==> config.mk <==
export PLATFORM = sky130hd
export DESIGN_NAME = byte_stream_crc_engine
export DESIGN_NICKNAME = d
export VERILOG_FILES = /design/src/crc_pkg.sv /design/src/byte_buffer.sv /design/src/byte_stream_crc_engine.sv
export SDC_FILE = /design/constraint.sdc
export NUM_CORES = 1
export LEC_CHECK = 0
export BUFFER_PORTS_ARGS = -buffer_cell sky130_fd_sc_hd__clkbuf_2
export CAP_MARGIN = 20
export CORE_ASPECT_RATIO = 1.25
export CORE_MARGIN = 4
export CORE_UTILIZATION = 50
export CTS_CLUSTER_SIZE = 28
export DETAILED_ROUTE_END_ITERATION = 8
export PLACE_DENSITY = 0.72
export SYNTH_ARGS = -nofsm -noshare
export SYNTH_HDL_FRONTEND = slang
export SYNTH_HIERARCHICAL = 1
export SYNTH_SLANG_ARGS = --single-unit
==> constraint.sdc <==
create_clock -name clk_i -period 2.26 [get_ports clk_i]
set_input_delay 0.452 -clock clk_i [delete_from_list [all_inputs] [get_ports clk_i]]
set_output_delay 0.452 -clock clk_i [all_outputs]
set_load 0.01 [all_outputs]
==> src/crc_pkg.sv <==
// shared constants and types for the byte stream checksum engine
package crc_pkg;
	// register byte offsets
	localparam logic [3:0] OFF_CONTROL = 4'h0;
	localparam logic [3:0] OFF_INPUT   = 4'h4;
	localparam logic [3:0] OFF_WINDOW  = 4'h8;
	localparam logic [3:0] OFF_REVERSE = 4'hc;
	// control field positions
	localparam int CTL_PTR_LSB  = 0;
	localparam int CTL_PRESET   = 2;
	localparam int CTL_INIT     = 3;
	localparam int CTL_POLYSEL  = 4;
	// polynomials
	localparam logic [15:0] POLY16     = 16'h1021;
	localparam logic [31:0] POLY32_REF = 32'hedb88320;
	// values after reset, and the byte width
	localparam logic [31:0] RESULT_RST = 32'h00000000;
	localparam logic [1:0]  PTR_RST    = 2'h0;
	localparam logic [7:0]  BYTE_RST   = 8'h00;
	localparam int          BYTE_BITS  = 8;
	// axi response codes
	localparam logic [1:0]  RESP_OKAY   = 2'h0;
	localparam logic [1:0]  RESP_SLVERR = 2'h2;

	// one buffered input byte
	typedef struct packed {
		logic [7:0] data;
	} byte_item_s;

	// axi-lite write phase state
	typedef enum logic [1:0] {
		WR_IDLE = 2'b00,
		WR_RESP = 2'b01
	} wr_state_e;
endpackage

==> src/byte_buffer.sv <==
// two-entry valid/ready buffer for input bytes
module byte_buffer #(
	parameter int WIDTH = 8,
	parameter int DEPTH = 2
) (
	input  wire logic             clk_i,
	input  wire logic             srst_i,
	input  wire logic             in_valid_i,
	output logic                  in_ready_o,
	input  wire logic [WIDTH-1:0] in_data_i,
	output logic                  out_valid_o,
	input  wire logic             out_ready_i,
	output logic [WIDTH-1:0]      out_data_o
);
	localparam int AW = (DEPTH > 1) ? $clog2(DEPTH) : 1;

	typedef struct packed {
		logic [DEPTH-1:0][WIDTH-1:0] mem;
		logic [AW-1:0]               rd;
		logic [AW-1:0]               wr;
		logic [AW:0]                 cnt;
	} buf_state_s;

	buf_state_s st_reg;
	buf_state_s st_next;
	logic       push;
	logic       pop;

	// honest full/empty from the occupancy count
	assign in_ready_o  = (st_reg.cnt != (AW+1)'(DEPTH));
	assign out_valid_o = (st_reg.cnt != '0);
	assign out_data_o  = st_reg.mem[st_reg.rd];
	assign push        = in_valid_i && in_ready_o;
	assign pop         = out_valid_o && out_ready_i;

	// pointer and count update
	always_comb begin
		st_next = st_reg;
		if (push) begin
			st_next.mem[st_reg.wr] = in_data_i;
			st_next.wr = (st_reg.wr == AW'(DEPTH-1)) ? '0 : st_reg.wr + 1'b1;
		end
		if (pop)
			st_next.rd = (st_reg.rd == AW'(DEPTH-1)) ? '0 : st_reg.rd + 1'b1;
		if (push && !pop)
			st_next.cnt = st_reg.cnt + 1'b1;
		else if (pop && !push)
			st_next.cnt = st_reg.cnt - 1'b1;
	end

	// state register
	always_ff @(posedge clk_i) begin
		if (srst_i)
			st_reg <= '0;
		else
			st_reg <= st_next;
	end
endmodule

==> src/byte_stream_crc_engine.sv <==
// byte-serial 16/32-bit checksum engine with an axi4-lite register slave
//
// Chosen here: register access over AXI4-Lite and the placing of the registers.
module byte_stream_crc_engine (
	input  wire logic        clk_i,
	input  wire logic        srst_i,
	input  wire logic [3:0]  s_axi_awaddr_i,
	input  wire logic        s_axi_awvalid_i,
	output logic             s_axi_awready_o,
	input  wire logic [31:0] s_axi_wdata_i,
	input  wire logic [3:0]  s_axi_wstrb_i,
	input  wire logic        s_axi_wvalid_i,
	output logic             s_axi_wready_o,
	output logic [1:0]       s_axi_bresp_o,
	output logic             s_axi_bvalid_o,
	input  wire logic        s_axi_bready_i,
	input  wire logic [3:0]  s_axi_araddr_i,
	input  wire logic        s_axi_arvalid_i,
	output logic             s_axi_arready_o,
	output logic [31:0]      s_axi_rdata_o,
	output logic [1:0]       s_axi_rresp_o,
	output logic             s_axi_rvalid_o,
	input  wire logic        s_axi_rready_i
);
	import crc_pkg::*;

	// all registered state of the engine apart from the input buffer
	typedef struct packed {
		wr_state_e   wr_state;
		logic        aw_held;
		logic [3:0]  aw_addr;
		logic        w_held;
		logic [31:0] w_data;
		logic [3:0]  w_strb;
		logic [1:0]  bresp;
		logic        rvalid;
		logic [31:0] rdata;
		logic [1:0]  rresp;
		logic [31:0] result;
		logic [1:0]  ptr;
		logic        poly_sel;
		logic        preset_sel;
		logic [7:0]  last_input;
		logic [7:0]  reverse;
	} engine_state_s;

	engine_state_s st_reg;
	engine_state_s st_next;

	// byte path through the two-entry buffer
	logic       buf_in_valid;
	logic       buf_in_ready;
	logic [7:0] buf_in_data;
	logic       buf_out_valid;
	logic       buf_out_ready;
	byte_item_s buf_out;
	logic [31:0] folded;
	logic [7:0]  win_byte;
	logic [7:0]  rev_in;

	// decoded write transaction
	logic        wr_fire;
	logic        wr_low_lane;
	logic        wr_is_input;

	byte_buffer #(
		.WIDTH (BYTE_BITS),
		.DEPTH (2)
	) u_input_buffer (
		.clk_i       (clk_i),
		.srst_i      (srst_i),
		.in_valid_i  (buf_in_valid),
		.in_ready_o  (buf_in_ready),
		.in_data_i   (buf_in_data),
		.out_valid_o (buf_out_valid),
		.out_ready_i (buf_out_ready),
		.out_data_o  (buf_out.data)
	);

	// only the two package polynomials are ever applied
	// one-byte fold, unrolled combinationally
	function automatic logic [31:0] fold_byte(input logic [31:0] acc_in,
			input logic [7:0] din, input logic sixteen);
		logic [31:0] acc;
		logic [15:0] a16;
		acc = acc_in;
		a16 = acc_in[15:0];
		if (sixteen) begin
			a16 = a16 ^ {din, 8'h00};
			for (int i = 0; i < BYTE_BITS; i++)
				a16 = a16[15] ? ({a16[14:0], 1'b0} ^ POLY16) : {a16[14:0], 1'b0};
			acc = {acc_in[31:16], a16};
		end else begin
			acc = acc ^ {24'h000000, din};
			for (int i = 0; i < BYTE_BITS; i++)
				acc = acc[0] ? ({1'b0, acc[31:1]} ^ POLY32_REF) : {1'b0, acc[31:1]};
		end
		return acc;
	endfunction

	// reflected 32-bit form comes from lsb-first folding
	assign folded = fold_byte(st_reg.result, buf_out.data, st_reg.poly_sel);

	// in 16-bit mode pointer bit 1 is ignored
	always_comb begin
		logic [1:0] sel;
		sel = st_reg.poly_sel ? {1'b0, st_reg.ptr[0]} : st_reg.ptr;
		win_byte = st_reg.result[8*sel +: 8];
	end

	// write phase fires once both address and data are held
	assign wr_fire = st_reg.wr_state == WR_IDLE && st_reg.aw_held
		&& st_reg.w_held;
	assign wr_low_lane = st_reg.w_strb[0];
	assign wr_is_input = wr_fire && wr_low_lane
		&& st_reg.aw_addr == OFF_INPUT;

	// input writes go into the buffer; refused writes wait for room
	assign buf_in_valid = wr_is_input;
	assign buf_in_data  = st_reg.w_data[7:0];
	// the engine always drains, so the buffer only guards a same-cycle clash
	assign buf_out_ready = 1'b1;

	// bit reversal of the stored byte
	always_comb begin
		for (int i = 0; i < BYTE_BITS; i++)
			rev_in[i] = st_reg.w_data[BYTE_BITS-1-i];
	end

	assign s_axi_awready_o = !st_reg.aw_held && st_reg.wr_state == WR_IDLE;
	assign s_axi_wready_o  = !st_reg.w_held && st_reg.wr_state == WR_IDLE;
	assign s_axi_bvalid_o  = st_reg.wr_state == WR_RESP;
	assign s_axi_bresp_o   = st_reg.bresp;
	assign s_axi_arready_o = !st_reg.rvalid;
	assign s_axi_rvalid_o  = st_reg.rvalid;
	assign s_axi_rdata_o   = st_reg.rdata;
	assign s_axi_rresp_o   = st_reg.rresp;

	// next-state logic for bus slave and engine
	always_comb begin
		st_next = st_reg;
		// capture address and data in either order
		if (s_axi_awvalid_i && s_axi_awready_o) begin
			st_next.aw_held = 1'b1;
			st_next.aw_addr = s_axi_awaddr_i;
		end
		if (s_axi_wvalid_i && s_axi_wready_o) begin
			st_next.w_held = 1'b1;
			st_next.w_data = s_axi_wdata_i;
			st_next.w_strb = s_axi_wstrb_i;
		end

		// every byte leaving the buffer updates the result
		// fold completes in the cycle it is taken
		if (buf_out_valid)
			st_next.result = folded;

		// execute a write only when an input byte has room
		if (wr_fire && (!wr_is_input || buf_in_ready)) begin
			st_next.aw_held  = 1'b0;
			st_next.w_held   = 1'b0;
			st_next.wr_state = WR_RESP;
			st_next.bresp    = RESP_OKAY;
			case (st_reg.aw_addr)
				OFF_CONTROL: begin
					if (wr_low_lane) begin
						st_next.poly_sel   = st_reg.w_data[CTL_POLYSEL];
						st_next.preset_sel = st_reg.w_data[CTL_PRESET];
						st_next.ptr = st_reg.w_data[CTL_PTR_LSB +: 2];
						// init loads preset into whole result
						// first byte then folds from the preset
						if (st_reg.w_data[CTL_INIT])
							st_next.result = {32{st_reg.w_data[CTL_PRESET]}};
					end
				end
				OFF_INPUT: begin
					if (wr_low_lane)
						st_next.last_input = st_reg.w_data[7:0];
				end
				OFF_WINDOW: begin
					if (wr_low_lane) begin
						if (st_reg.poly_sel)
							st_next.result[8*st_reg.ptr[0] +: 8] =
								st_reg.w_data[7:0];
						else
							st_next.result[8*st_reg.ptr +: 8] = st_reg.w_data[7:0];
						st_next.ptr = st_reg.ptr + 2'h1;
					end
				end
				OFF_REVERSE: begin
					if (wr_low_lane)
						st_next.reverse = rev_in;
				end
				default: st_next.bresp = RESP_SLVERR;
			endcase
		end
		if (st_reg.wr_state == WR_RESP && s_axi_bready_i)
			st_next.wr_state = WR_IDLE;

		// read side, one outstanding read
		if (st_reg.rvalid && s_axi_rready_i)
			st_next.rvalid = 1'b0;
		if (s_axi_arvalid_i && s_axi_arready_o) begin
			st_next.rvalid = 1'b1;
			st_next.rresp  = RESP_OKAY;
			st_next.rdata  = 32'h00000000;
			case (s_axi_araddr_i)
				OFF_CONTROL: begin
					// init bit reads back as zero, it is a strobe
					st_next.rdata[CTL_POLYSEL] = st_reg.poly_sel;
					st_next.rdata[CTL_PRESET]  = st_reg.preset_sel;
					st_next.rdata[CTL_PTR_LSB +: 2] = st_reg.ptr;
				end
				OFF_INPUT:
					st_next.rdata[7:0] = st_reg.last_input;
				OFF_WINDOW: begin
					// result reached only through the window
					st_next.rdata[7:0] = win_byte;
					if (!(wr_fire && st_reg.aw_addr == OFF_WINDOW))
						st_next.ptr = st_reg.ptr + 2'h1;
				end
				OFF_REVERSE:
					st_next.rdata[7:0] = st_reg.reverse;
				default: st_next.rresp = RESP_SLVERR;
			endcase
		end
	end

	// state register, defined after reset
	always_ff @(posedge clk_i) begin
		if (srst_i) begin
			st_reg            <= '0;
			st_reg.wr_state   <= WR_IDLE;
			st_reg.result     <= RESULT_RST;
			st_reg.ptr        <= PTR_RST;
			st_reg.last_input <= BYTE_RST;
			st_reg.reverse    <= BYTE_RST;
		end else begin
			st_reg <= st_next;
		end
	end
endmodule

==> flow_summary.ini <==
[sta]
finClkSkew_ns = 0.0101
finalHoldWorstSlack_ns = 0.311
relSlewSlack_pct = 61.8
setup_slack_ns = -0.0491
grt_setup_unrepaired = true
setup_viol = 4
min_period_over_period_pct = 102
finalHoldViolCount = 0
fmax_ghz = 0.433
fin_crit_ns = 2.31
drv_slew = 0
worst_slew_pin_slew_ns = 0.572

[die]
ioPinCount = 92
die-area_sq_um = 15500
rows = 47
core-area_sq_um = 13300
die_y_microns = 138
initial_core_util_pct = 51.1
die_x_microns = 112

[cells_and_area]
n_fill_cell = 1124
largest_reg_flops = 60
nNetsFinal = 938
area_growth_pct = 20.8
final_core_util_pct = 61.7
final_cell_count_no_fill = 1057
n_antenna_cell = 0
drive_above_1_share_pct = 26.2

[worst_setup_path]
cpMostUsedCell = buf_12
r2r_slack_ns = -0.05
critical_path.max_fanout = 5
critPathKind = reg2reg
start_kind = flip-flop
worstPathRequired_ns = 2.55
cp-end-kind = flip-flop
arrival_ns = 2.60
cpMaxStageDelayCell = xnor3_2
max_stage_delay_ns = 0.48
path_cells = buf_12 -> mux2_4 -> xnor2_4 -> buf_12 -> xnor3_2 -> mux2i_1 -> o2111ai_2 -> o2bb2ai_1 -> a21oi_1

[pwr]
clockPowerShare_pct = 31.4
switching_share_pct = 32.7
seq_power_share_pct = 40.1
vdd_ir_drop_max_mv = 0.396
p_leak_nw = 3.21
internal_power_w = 0.00327
switching_power_w = 0.00159
combPwrFrac_pct = 28.5
power.density_nw_per_um2 = 593

[route]
drc_errors = 0
ant_nets = 0
drtIter0Drc = 661
vias = 6256
first_pass_iters = 7
drt-total-wl_microns = 21000
wire_per_inst_microns = 19.9
viasPerCell = 5.92

[place]
post-dp-hpwl_microns = 14600
gp_congestion = 0.994
place_worst_setup_slack_ns = -0.0751
numPortBuffers = 38
dp.cells = 1025

[clock_tree]
cts_made_buffers = 9
clock-sinks = 99
clk_path_buf_depth = 2
htree_levels = 3
cts_hold_buf = 0
root_buffer = clkbuf_16
clk_latency_ns = 0.36
cts_tree = done
clk_pin_slew_ns = 0.07

[global_routing]
grt_util_all_layers_pct = 25.8
grt_max_degree = 58
grt_pass1_wl_microns = 32000
first_global_vias = 5929
grt_overflow_total = 0
grt_antenna_before_repair = 0

[outcome]
status = finished, violations left
violations = negative setup slack

[yosys]
synth-seq-cells = 99
ys_types = 70
syn_inst = 794
yosysWarnings = 6
ys_seq_area_share_pct = 29.2
synth-main-ff-cell = dfxtp_1
synth_area_sq_um = 6790
synth-async-reset-ratio_pct = 0
synth_edf_count = 0
syn_area_per_cell_sq_um = 8.55

[run]
maxCapViolCount = 0

[min_path]
hold_class = in2reg
[logic make-up after synthesis]
logic type	Yosys count	synth area share, %
fa+ha+maj	6	1.11
buf+inv	96	7.48
mux	51	9.60
xor+xnor	97	16.7
flops	99	29.2
simple gates	241	17.9
compound gates	202	17.9
other cells	2	0.111
[layout make-up]
cell class	instances	area, sq um	area share, %
clock buffers	10	229	2.79
inverters	10	37.5	0.457
clock inverters	6	55.1	0.671
repair buffers	137	1090	13.3
flip-flops and latches	99	1990	24.2
well taps	171	214	2.61
multi-input cells	624	4590	56.0
[cells in the final DEF, fill, tap and decap left out, drive strengths merged, types with 4 or more instances in the layout]
cell,instances
o211ai,7
dfxtp,99
mux2,13
nor2,67
clkbuf,48
and3b,4
a22o,4
a31oi,7
o221ai,4
nand3,22
conb,27
buf,99
a21oi,90
nand2b,24
o21ai,47
inv,13
nand2,71
ha,6
or3,5
nor3,9
o22ai,5
xor2,23
xnor2,71
a221oi,5
mux2i,28
nor2b,18
a22oi,8
and2,5
mux4,10
[cell usage after synthesis, types with 6 or more instances]
master / n / area [sq um]
nor2_1: 67 / 251
o21ai_1: 6 / 30.0
xnor2_4: 9 / 248
dfxtp_1: 99 / 1980
a21oi_1: 90 / 450
clkbuf_1: 38 / 143
a22oi_1: 8 / 60.1
mux2_2: 13 / 146
xnor2_2: 10 / 163
nor2b_1: 17 / 106
nor3_1: 6 / 30.0
mux4_2: 10 / 225
xor2_1: 23 / 201
mux2i_1: 28 / 280
inv_1: 7 / 26.3
buf_4: 36 / 270
nand3_1: 21 / 105
o211ai_1: 6 / 45.0
nand2b_1: 23 / 144
ha_1: 6 / 75.1
xnor2_1: 52 / 455
a31oi_1: 7 / 43.8
nand2_1: 71 / 267
o21ai_0: 41 / 205
buf_2: 10 / 50.1
[routing by layer]
metal / part of all wire (%) / GRT usage [%] / up-vias
met2: 48 / 42.8 / 359
met3: 7.4 / 4.06 / 85
li1: - / - / 2883
met5: 0 / 0 / -
met1: 38 / 31.6 / 2929
met4: 6.5 / 14.9 / 0
[through the flow]
step / total power [W] / TNS, ns / area (sq um)
6_report: 0.00487 / -0.109 / 8210
5_1_grt: 0.00504 / -1.57 / 8210
4_1_cts: 0.00468 / 0 / 7880
3_5_place_dp: 0.00316 / -0.179 / 7520
3_3_place_gp: 0.00315 / -0.0649 / 7520
2_1_floorplan: 0.00280 / -0.00496 / 6900
[worst max-delay path: cells and delay by family (launching register included)]
kind / cells / cell delay, ns
xor gates and xnor gates: 2 / 0.64
muxes: 2 / 0.55
AOI/OAI and AO/OA: 3 / 0.44
DFF: 1 / 0.36
buffers and inverters: 2 / 0.26
[what timing repair did]
action | CTS | global route
cloned | 0 | 1
endpoints found under the setup margin | 11 | 36
pin swaps | 2 | 21
gates resized for setup | 8 | 28
setup buffers | 1 | 15
hold endpoints to repair | 0 | 0
[final timing paths]
check / startpoint / end / depth (start not counted)
worst min register to register: buf_in_data[6] / buf_in_data[6] / 2
worst max-delay path: u_input_buffer/st_reg[3] / st_reg[27] / 9
worst max register to register: u_input_buffer/st_reg[3] / st_reg[27] / 9
worst min-delay path: s_axi_wstrb_i[0] / st_reg[89] / 3
[power groups by stage]
stage	registers [W]	logic, W	clock network, W
after floorplan	0.00193	0.000877	0
after global placement	0.00197	0.00118	0
after detailed placement	0.00198	0.00119	0
after CTS	0.00194	0.00122	0.00153
after global routing	0.00196	0.00147	0.00161
final	0.00195	0.00139	0.00153
(Power assumes the default switching activity.)
